$ cat config.mk
export PLATFORM = sky130hd
export DESIGN_NAME = parallel_host_bus_port
export DESIGN_NICKNAME = d
export VERILOG_FILES = /design/src/core/host_port_pkg.sv /design/src/core/parallel_host_bus_port.sv /design/src/core/port_memory.sv
export VERILOG_INCLUDE_DIRS = /design/src /design/src/core
export SDC_FILE = /design/constraint.sdc
export NUM_CORES = 1
export LEC_CHECK = 0
export ABC_CLOCK_PERIOD_IN_PS = 5700
export BUFFER_PORTS_ARGS = -buffer_cell sky130_fd_sc_hd__buf_2
export CAP_MARGIN = 30
export CELL_PAD_IN_SITES_DETAIL_PLACEMENT = 1
export CELL_PAD_IN_SITES_GLOBAL_PLACEMENT = 1
export CORE_MARGIN = 1
export CORE_UTILIZATION = 30
export CTS_CLUSTER_SIZE = 25
export DETAILED_ROUTE_END_ITERATION = 12
export PLACE_DENSITY = 0.49
export SYNTH_ARGS = -nofsm -noshare
export SYNTH_HDL_FRONTEND = slang
export SYNTH_SLANG_ARGS = --single-unit
$ cat constraint.sdc
create_clock -name sys_clk -period 5.7 [get_ports sys_clk]
set_clock_uncertainty 0.2 [all_clocks]
set_input_delay 0.855 -clock sys_clk [delete_from_list [all_inputs] [get_ports sys_clk]]
set_output_delay 0.855 -clock sys_clk [all_outputs]
set_load 0.05 [all_outputs]
$ cat src/core/host_port_params.svh
`ifndef HOST_PORT_PARAMS_SVH
`define HOST_PORT_PARAMS_SVH

`define ADDR_WIDTH 7
`define DATA_WIDTH 8
`define MEM_DEPTH 128
`define CLK_PERIOD_NS 100
`define ACK_MIN_NS 310
`define ACK_MAX_NS 472
`define DATA_VALID_MAX_NS 177
// Least time rounds up, longest rounds down
`define ACK_MIN_CYC ((`ACK_MIN_NS + `CLK_PERIOD_NS - 1) / `CLK_PERIOD_NS)
`define ACK_MAX_CYC (`ACK_MAX_NS / `CLK_PERIOD_NS)
`define DATA_VALID_CYC (`DATA_VALID_MAX_NS / `CLK_PERIOD_NS)
// Wait length chosen inside the window
`define WAIT_CYC 4
`define WAIT_CNT_WIDTH 3

`endif

$ cat src/core/host_port_pkg.sv
`default_nettype none
package host_port_pkg;
	typedef enum logic [1:0] {
		idle_state,
		wait_state,
		done_state
	} port_state_type;
	typedef enum logic {
		mode_strobed,
		mode_split
	} bus_mode_type;
endpackage : host_port_pkg
`default_nettype wire

$ cat src/core/parallel_host_bus_port.sv
// Function
// - Strobed mode: address, data, direction, chip select
// - Split mode: chip select, read and write strobes
// - Acknowledge high at select, low after wait
// - Strobed read data valid, released on deselect
// - Ready driven once chip select falls
// - Ready low after strobe, high after wait
// - Split read data valid, released after strobe
// - Ready released when chip select rises
`include "host_port_params.svh"
`default_nettype none
module parallel_host_bus_port (
	input wire logic sys_clk,
	input wire logic resetn,
	input wire host_port_pkg::bus_mode_type bus_mode,
	input wire logic chip_select_low_n,
	input wire logic read_strobe_low_n,
	input wire logic write_strobe_or_direction,
	input wire logic [`ADDR_WIDTH-1:0] addr_in,
	input wire logic [`DATA_WIDTH-1:0] data_in,
	output logic [`DATA_WIDTH-1:0] data_out,
	output logic data_oe,
	output logic transfer_acknowledge,
	output logic transfer_acknowledge_oe
);
	import host_port_pkg::*;

	// Pins are asynchronous to sys_clk
	logic [3:0] pin_meta_reg;
	logic [3:0] pin_sync_reg;
	logic [`ADDR_WIDTH-1:0] addr_meta_reg;
	logic [`ADDR_WIDTH-1:0] addr_sync_reg;
	logic [`DATA_WIDTH-1:0] data_meta_reg;
	logic [`DATA_WIDTH-1:0] data_sync_reg;
	logic [`DATA_WIDTH-1:0] data_hold_reg;
	logic [`ADDR_WIDTH-1:0] addr_hold_reg;
	logic write_hold_reg;
	port_state_type state_reg;
	port_state_type state_next;
	logic [`WAIT_CNT_WIDTH-1:0] wait_reg;
	logic [`WAIT_CNT_WIDTH-1:0] wait_next;
	logic ack_next;
	logic ack_oe_next;
	logic data_oe_next;
	logic [`DATA_WIDTH-1:0] read_data;

	wire selected = ~pin_sync_reg[0];
	wire read_low = ~pin_sync_reg[1];
	wire write_pin = pin_sync_reg[2];
	wire was_write_pin = pin_sync_reg[3];
	wire split_mode = (bus_mode == mode_split);
	wire split_write_low = split_mode & ~write_pin;
	wire split_active = selected & (read_low | split_write_low);
	wire strobed_active = ~split_mode & selected;
	wire access_active = split_mode ? split_active : strobed_active;
	// Direction sampled when the access starts (select in strobed mode, strobe in split mode), held through the access
	wire start_is_write = split_mode ? split_write_low : ~write_pin;
	wire wait_done = (wait_reg == `WAIT_CNT_WIDTH'(`WAIT_CYC - 1));
	// Write commits when the strobe or select goes away
	wire commit_write = (state_reg != idle_state) & ~access_active & write_hold_reg;
	wire [`ADDR_WIDTH-1:0] mem_addr = (state_reg == idle_state) ? addr_sync_reg : addr_hold_reg;

	always_ff @(posedge sys_clk or negedge resetn) begin
		if (!resetn) begin
			pin_meta_reg <= 4'hF;
			pin_sync_reg <= 4'hF;
		end else begin
			pin_meta_reg <= {pin_meta_reg[2], write_strobe_or_direction,
				read_strobe_low_n, chip_select_low_n};
			pin_sync_reg <= {pin_sync_reg[2], pin_meta_reg[2:0]};
		end
	end

	always_ff @(posedge sys_clk) begin
		addr_meta_reg <= addr_in;
		addr_sync_reg <= addr_meta_reg;
		data_meta_reg <= data_in;
		data_sync_reg <= data_meta_reg;
		if (access_active) begin
			data_hold_reg <= data_sync_reg;
		end
	end

	always_comb begin
		state_next = state_reg;
		wait_next = wait_reg;
		unique case (state_reg)
			idle_state: begin
				wait_next = '0;
				if (access_active) begin
					state_next = wait_state;
				end
			end
			wait_state: begin
				if (!access_active) begin
					state_next = idle_state;
				end else if (wait_done) begin
					state_next = done_state;
				end else begin
					wait_next = wait_reg + 1'b1;
				end
			end
			done_state: begin
				if (!access_active) begin
					state_next = idle_state;
				end
			end
		endcase
	end

	// Ack polarity: strobed mode high while busy, split mode low while busy
	assign ack_next = split_mode ? ~(state_next == wait_state) : (state_next == wait_state);
	assign ack_oe_next = selected;
	// Read data driven only after the memory has answered
	assign data_oe_next = access_active & ~start_is_write & (state_reg != idle_state);

	always_ff @(posedge sys_clk or negedge resetn) begin
		if (!resetn) begin
			state_reg <= idle_state;
			wait_reg <= '0;
			write_hold_reg <= 1'b0;
			addr_hold_reg <= '0;
			transfer_acknowledge <= 1'b0;
			transfer_acknowledge_oe <= 1'b0;
			data_oe <= 1'b0;
			data_out <= '0;
		end else begin
			state_reg <= state_next;
			wait_reg <= wait_next;
			if (state_reg == idle_state && access_active) begin
				write_hold_reg <= start_is_write;
				addr_hold_reg <= addr_sync_reg;
			end
			transfer_acknowledge <= ack_next;
			transfer_acknowledge_oe <= ack_oe_next;
			data_oe <= data_oe_next;
			data_out <= read_data;
		end
	end

	port_memory memory_inst (
		.sys_clk(sys_clk),
		.write_en(commit_write),
		.addr(mem_addr),
		.write_data(data_hold_reg),
		.read_data(read_data)
	);
endmodule : parallel_host_bus_port
`default_nettype wire

$ cat src/core/port_memory.sv
`include "host_port_params.svh"
`default_nettype none
module port_memory (
	input wire logic sys_clk,
	input wire logic write_en,
	input wire logic [`ADDR_WIDTH-1:0] addr,
	input wire logic [`DATA_WIDTH-1:0] write_data,
	output logic [`DATA_WIDTH-1:0] read_data
);
	logic [`DATA_WIDTH-1:0] store [`MEM_DEPTH];

	always_ff @(posedge sys_clk) begin
		if (write_en) begin
			store[addr] <= write_data;
		end
		read_data <= store[addr];
	end
endmodule : port_memory
`default_nettype wire

Word level (Yosys, flattened, before mapping)
Memories as Yosys holds them, arrays and structs flattened. A register that Yosys moved wholly into a read port is not among the register bits.
Index checks and enable logic that the tools add are counted.
- ROM bits: 0
- logic and storage cells: 57
- bits in registers: 68
- memories: 1
- latch bits: 0
- input bits: 21
- RAM bits: 1024
- output and inout bits: 11
- shift-type cells: 0
- reductions and logical operators: 5
- $add $sub $neg: 1
- divide/modulo/power cells: 0
- mux-type cells: 14
- multiply operators: 0
- eq/ne operators: 6
- magnitude comparators: 0
- bitwise gates (word level): 15
- memory list (name ; depth ; width ; rd ports ; clocked after memory_dff ; wr ports ; RTL line ; text):
    memory_inst.store ; 128 ; 8 ; 1 ; 1 ; 1 ; port_memory.sv:10 ; logic [`DATA_WIDTH-1:0] store [`MEM_DEPTH];
- operators by type and width (cell ; count):
    two-way mux 2 bit ; 4
    bitwise AND 1 bit ; 7
    two-way mux 7 bit ; 1
    NOT 1 bit ; 7
    two-way mux 3 bit ; 2
    case mux 2 bit (3 select lines) ; 1
    case mux 3 bit (2 select lines) ; 1
    two-way mux 1 bit ; 5
    == test 2 x 1 -> 1 bit, second input constant ; 2
    != test 2 bit, second input constant ; 2
    nonzero test 2 bit ; 2
    adder 3 x 1 -> 3 bit, second input constant ; 1
    == test 3 x 2 -> 1 bit, second input constant ; 1
    AND reduction 3 bit ; 1
    == test 2 bit, second input constant ; 1
    logical NOT 2 bit ; 1
    logical AND 1 bit ; 1
    OR 1 bit ; 1

Logic depth before layout (Yosys ltp)
- depth in word-level cells: 10
- depth in mapped cells: 13
- depth with buffers taken out: 9

By module
From an unflattened synthesis, not the netlist that was laid out.
- cell total of the unflattened synthesis: 2601
- area total of the unflattened synthesis: 42532.0 sq um
- by module, submodules not included (module ; area an instance (sq um) ; cells each ; seq. area each (sq um) ; instances):
    port_memory ; 40433.8 ; 2475 ; 30909.6 ; 1
    parallel_host_bus_port ; 2098.3 ; 126 ; 1599.0 ; 1

Worst setup path after synthesis
No wires, ideal clock.
- path type: input -> register
- start: input port bus_mode
- end: memory memory_inst.store[49][0] (netlist bit), enable pin
- slack: 2558 ps
- data arrival time: 2572 ps
- setup time: 370 ps
- stages on the path: 6
- cell sequence: a31oi_1 nor3b_1 clkbuf_1 nand2_1 clkbuf_1 nor2_1
- longest elaborated chain between the ends: 9
- elaborated cells on any way between the ends: 11
- those cells by class: mux (3); bitwise (8)
- ends and longest elaborated chain (element ; RTL line ; text):
    from (decl) ; parallel_host_bus_port.sv:15 ; input wire host_port_pkg::bus_mode_type bus_mode,
    bitwise AND 1 bit ; parallel_host_bus_port.sv:52 ; wire split_write_low = split_mode & ~write_pin;
    OR 1 bit ; parallel_host_bus_port.sv:53 ; wire split_active = selected & (read_low | split_write_low);
    bitwise AND 1 bit ; parallel_host_bus_port.sv:53 ;
    two-way mux 1 bit * ; parallel_host_bus_port.sv:55 ; wire access_active = split_mode ? split_active : strobed_active;
    NOT 1 bit * ; parallel_host_bus_port.sv:60 ; wire commit_write = (state_reg != idle_state) & ~access_active & write_hold_reg;
    bitwise AND 1 bit * (2 in series) ; parallel_host_bus_port.sv:60 ;
    two-way mux 1 bit * ; port_memory.sv:13 ; if (write_en) begin
    two-way mux 1 bit (not written as such) * ; port_memory.sv:14 ; store[addr] <= write_data;
    to (decl) ; port_memory.sv:10 ;
Every way passes the cells marked *; elsewhere a longest branch is shown, timed or not.

Worst setup path after layout
- start: register state_reg[0]
- end: register memory_inst.read_data[5] (read register of memory_inst.store)
- longest elaborated chain between the ends: 2
- ends and longest elaborated chain (element ; RTL line ; text):
    from (decl) ; parallel_host_bus_port.sv:38 ; port_state_type state_reg;
    from (signal assigned) ; parallel_host_bus_port.sv:119 ; state_reg <= idle_state;
    from (signal assigned) ; parallel_host_bus_port.sv:128 ; state_reg <= state_next;
    logical NOT 2 bit ; parallel_host_bus_port.sv:61 ; wire [`ADDR_WIDTH-1:0] mem_addr = (state_reg == idle_state) ? addr_sync_reg : addr_hold_reg;
    two-way mux 7 bit ; parallel_host_bus_port.sv:61 ;
    to (decl) ; port_memory.sv:8 ; output logic [`DATA_WIDTH-1:0] read_data
Every way passes these cells.
A chain may end at the register's enable or synchronous reset.

==> reports/qor.txt <==
Shortest period the worst path allows: 4.46 ns
Max-cap violation count: 0
Clk pin slew, worst setup/hold paths: 0.06 ns
HPWL reported at the end of detailed placement: 72800 microns
Area of the core: 133000 sq um
DR iter-0 viols: 2074
Placed Instances: 3941
Outcome: finished, final reports clean
Leakage: 13.9 nW
Number of setup violations in the final report: 0
Final global-route overflow total: 0
Unique cell type count in the Yosys netlist: 57
Part of the cycle the worst path needs: 0.782
Category of the most critical setup path: reg -> reg
IO Count: 32
CP top delay family: compound AO/OA/AOI/OAI gates
Fmax: 224 MHz
TritonCTS clock tree: done
Area of the die: 136000 sq um
Async SR Flop Fraction: 0.0273
Via count of the first global-routing pass: 22900
Detailed-route wire length: 123000 microns
Post-synthesis cell count: 2206
Crit path required time: 6.04 ns
IO Port Bufs: 31
Buffer cell driving the clock tree root: sky130_fd_sc_hd__clkbuf_16
Site Rows: 134
Number of buffers and inverters on the critical path: 4
Wire length of the first global-routing pass: 176000 microns
Setup TNS: 0 ns
P&R area growth vs syn: 16.0%
Peak supply drop: 0.000337 V
TritonCTS Buffers: 114
TritonRoute pass-1 iters: 5
Worst hold-check path type: in -> reg
DIE WIDTH: 368 microns
Most common cell after layout, fill and taps aside: sky130_fd_sc_hd__edfxtp_1
Antenna viol nets, final: 0
Most frequently used flop master after synthesis: sky130_fd_sc_hd__edfxtp_1
Share of the yosys chip area belonging to registers: 0.808
Number of flip-flops under the largest register name: 1024
Critical path peak fanout: 23
Number of sinks on the clock net: 1100
Final weighted congestion in routability-driven placement: 0.799
Final count of hold timing violations: 0
Via count: 22100
WL/cell: 29.5 microns
Proportion of layout cells with a drive suffix above 1: 0.142
H-Tree Depth: 3
Syn Nets: 2232
Clock latency at the later pin of the worst-skew pair: 0.73 ns
Count of flip-flops with a built-in enable after synthesis: 1032
Final Max Tran Viols: 0
Series of cell instances along the critical path: inv_1 > ha_1 > buf_4 > nand2b_2 > o22ai_4 > buf_4 > buf_4 > a22oi_1 > a41oi_1 > or4_1 > o22ai_1 > a221oi_2
Height of the die: 368 microns
Most frequent cells in the layout: sky130_fd_sc_hd__edfxtp_1 (1032), sky130_fd_sc_hd__a22oi_1 (472), sky130_fd_sc_hd__nor2_1 (132), sky130_fd_sc_hd__clkbuf_16 (119), sky130_fd_sc_hd__a41oi_1 (117)
Maximum clock insertion buffer count: 3
Total track usage: 0.181
Final instance count without filler cells: 4179
Slew at the pin closest to its max-slew limit: 1.07 ns
Crit path largest cell delay: 0.75 ns
Largest net degree at the start of global routing: 129
Critical path's slowest cell: sky130_fd_sc_hd__o22ai_1
Register ranked first by flip-flop count: memory_inst.store
Max_slew headroom: 0.284
Routed vias/inst: 5.29
Critical path's most frequent cell: sky130_fd_sc_hd__buf_4
Initial Utilization: 0.302
Power per cell area: 464 nW/um^2
Synth Warn #: 0
Design Area, Final: 46700 sq um
Count of buffers added by post-CTS timing repair for setup: 0
Placed Area: 42600 sq um
Nature of the critical path startpoint: register
Data arrival time at the worst-slack endpoint: 4.79 ns
Number of nets in the layout: 2337
Synth Area per Inst: 18.2 sq um
Endpoint class of the critical path: register
Post-Synthesis Cell Area: 40200 sq um
Number of design rule violations left after detail routing: 0
Initial antenna violation count: 11
RSZ-0062 raised after global routing: no
Total of flip-flops plus latches after synthesis: 1100
-- synth_stat cells (7+ instances only) --
master                        n  area, sq um
sky130_fd_sc_hd__or2_2        9         56.3
sky130_fd_sc_hd__clkbuf_1    43          161
sky130_fd_sc_hd__a221oi_2     7          105
sky130_fd_sc_hd__o21ai_0     15         75.1
sky130_fd_sc_hd__buf_4       18          135
sky130_fd_sc_hd__nor4_1      14         87.6
sky130_fd_sc_hd__nor2_1     132          495
sky130_fd_sc_hd__mux2i_1     34          340
sky130_fd_sc_hd__nand2_1     37          139
sky130_fd_sc_hd__buf_2       58          290
sky130_fd_sc_hd__a22oi_1    473         3550
sky130_fd_sc_hd__buf_6       20          225
sky130_fd_sc_hd__a41oi_1    117         1020
sky130_fd_sc_hd__edfxtp_1  1032        31000
sky130_fd_sc_hd__o22ai_1     24          150
sky130_fd_sc_hd__dfrtp_1     24          601
sky130_fd_sc_hd__inv_1        7         26.3
sky130_fd_sc_hd__dfxtp_1     38          761
sky130_fd_sc_hd__or4_1       15          113
sky130_fd_sc_hd__mux2_2      12          135
-- cell families (layout without fill, tap and decap cells) --
| logic type | count (synthesis) | in the layout | share of synthesized area |
|---|---|---|---|
| flip-flops | 1100 | 1100 | 0.808 |
| AO/OA/AOI/OAI | 669 | 669 | 0.130 |
| AND/OR/NAND/NOR | 233 | 233 | 0.0266 |
| buffers and inverters | 151 | 355 | 0.0213 |
| multiplexers | 46 | 46 | 0.0118 |
| adder cells (fa/ha/maj) | 5 | 5 | 0.00155 |
| XOR/XNOR | 2 | 2 | 0.000435 |
| other | 0 | 1 | 0 |
-- metal layers --
metal / global-route usage / vias to the layer above / share of wire
met4: 0.0447 / 0 / 0.020
met2: 0.289 / 639 / 0.47
met5: 0 / - / 0
li1: - / 9462 / -
met3: 0.0276 / 153 / 0.049
met1: 0.256 / 11800 / 0.46
-- repair_timing --
item,CTS,global route
hold buffers,12,1
hold endpoints to repair,12,24
gates resized for setup,0,0
-- cell type report --
| type | count | area (sq um) |
|---|---|---|
| Inverter | 8 | 30.0 |
| Tap cell | 1768 | 2210 |
| Clock buffer | 145 | 3110 |
| Clock inverter | 70 | 716 |
| Sequential cell | 1100 | 32500 |
| Multi-Input combinational cell | 955 | 6970 |
| Antenna cell | 1 | 2.50 |
| Fill cell | 13300 | 86600 |
| Timing Repair Buffer | 132 | 1140 |
-- path summary, 6_finish.rpt --
check,cells past startpoint,endpoint,slack [ns],from
min in group asynchronous,3,wait_reg[1],0.42,resetn
worst min register to register,0,addr_sync_reg[6],0.13,addr_meta_reg[6]
max in group asynchronous,3,pin_sync_reg[2],4.62,resetn
worst max register to register,12,memory_inst.read_data[5],1.24,state_reg[0]
worst max-delay path,12,memory_inst.read_data[5],1.24,state_reg[0]
worst min-delay path,1,addr_meta_reg[2],0.06,addr_in[2]
-- report_power, final --
group | total [W] | switching (W) | leakage [nW] | internal (W)
Combinational | 0.00481 | 0.00345 | 2.07 | 0.00136
Sequential | 0.00920 | 0.000118 | 9.95 | 0.00908
Clock | 0.00766 | 0.00315 | 1.87 | 0.00451
Total | 0.0217 | 0.00672 | 13.9 | 0.0149
-- through the flow --
step / hold WS [ns] / setup slack, ns / utilization / total power (W)
after global placement: 0.118 / 1.42 / 0.319 / 0.0141
after detailed placement: 0.117 / 1.38 / 0.320 / 0.0142
after CTS: 0.000786 / 1.33 / 0.349 / 0.0219
after floorplan: 0.110 / 2.56 / - / 0.0121
after global routing: 0.0239 / 1.13 / 0.350 / 0.0224
final: 0.0628 / 1.24 / 0.350 / 0.0217
Note: power is estimated with default switching activity, not from simulation.
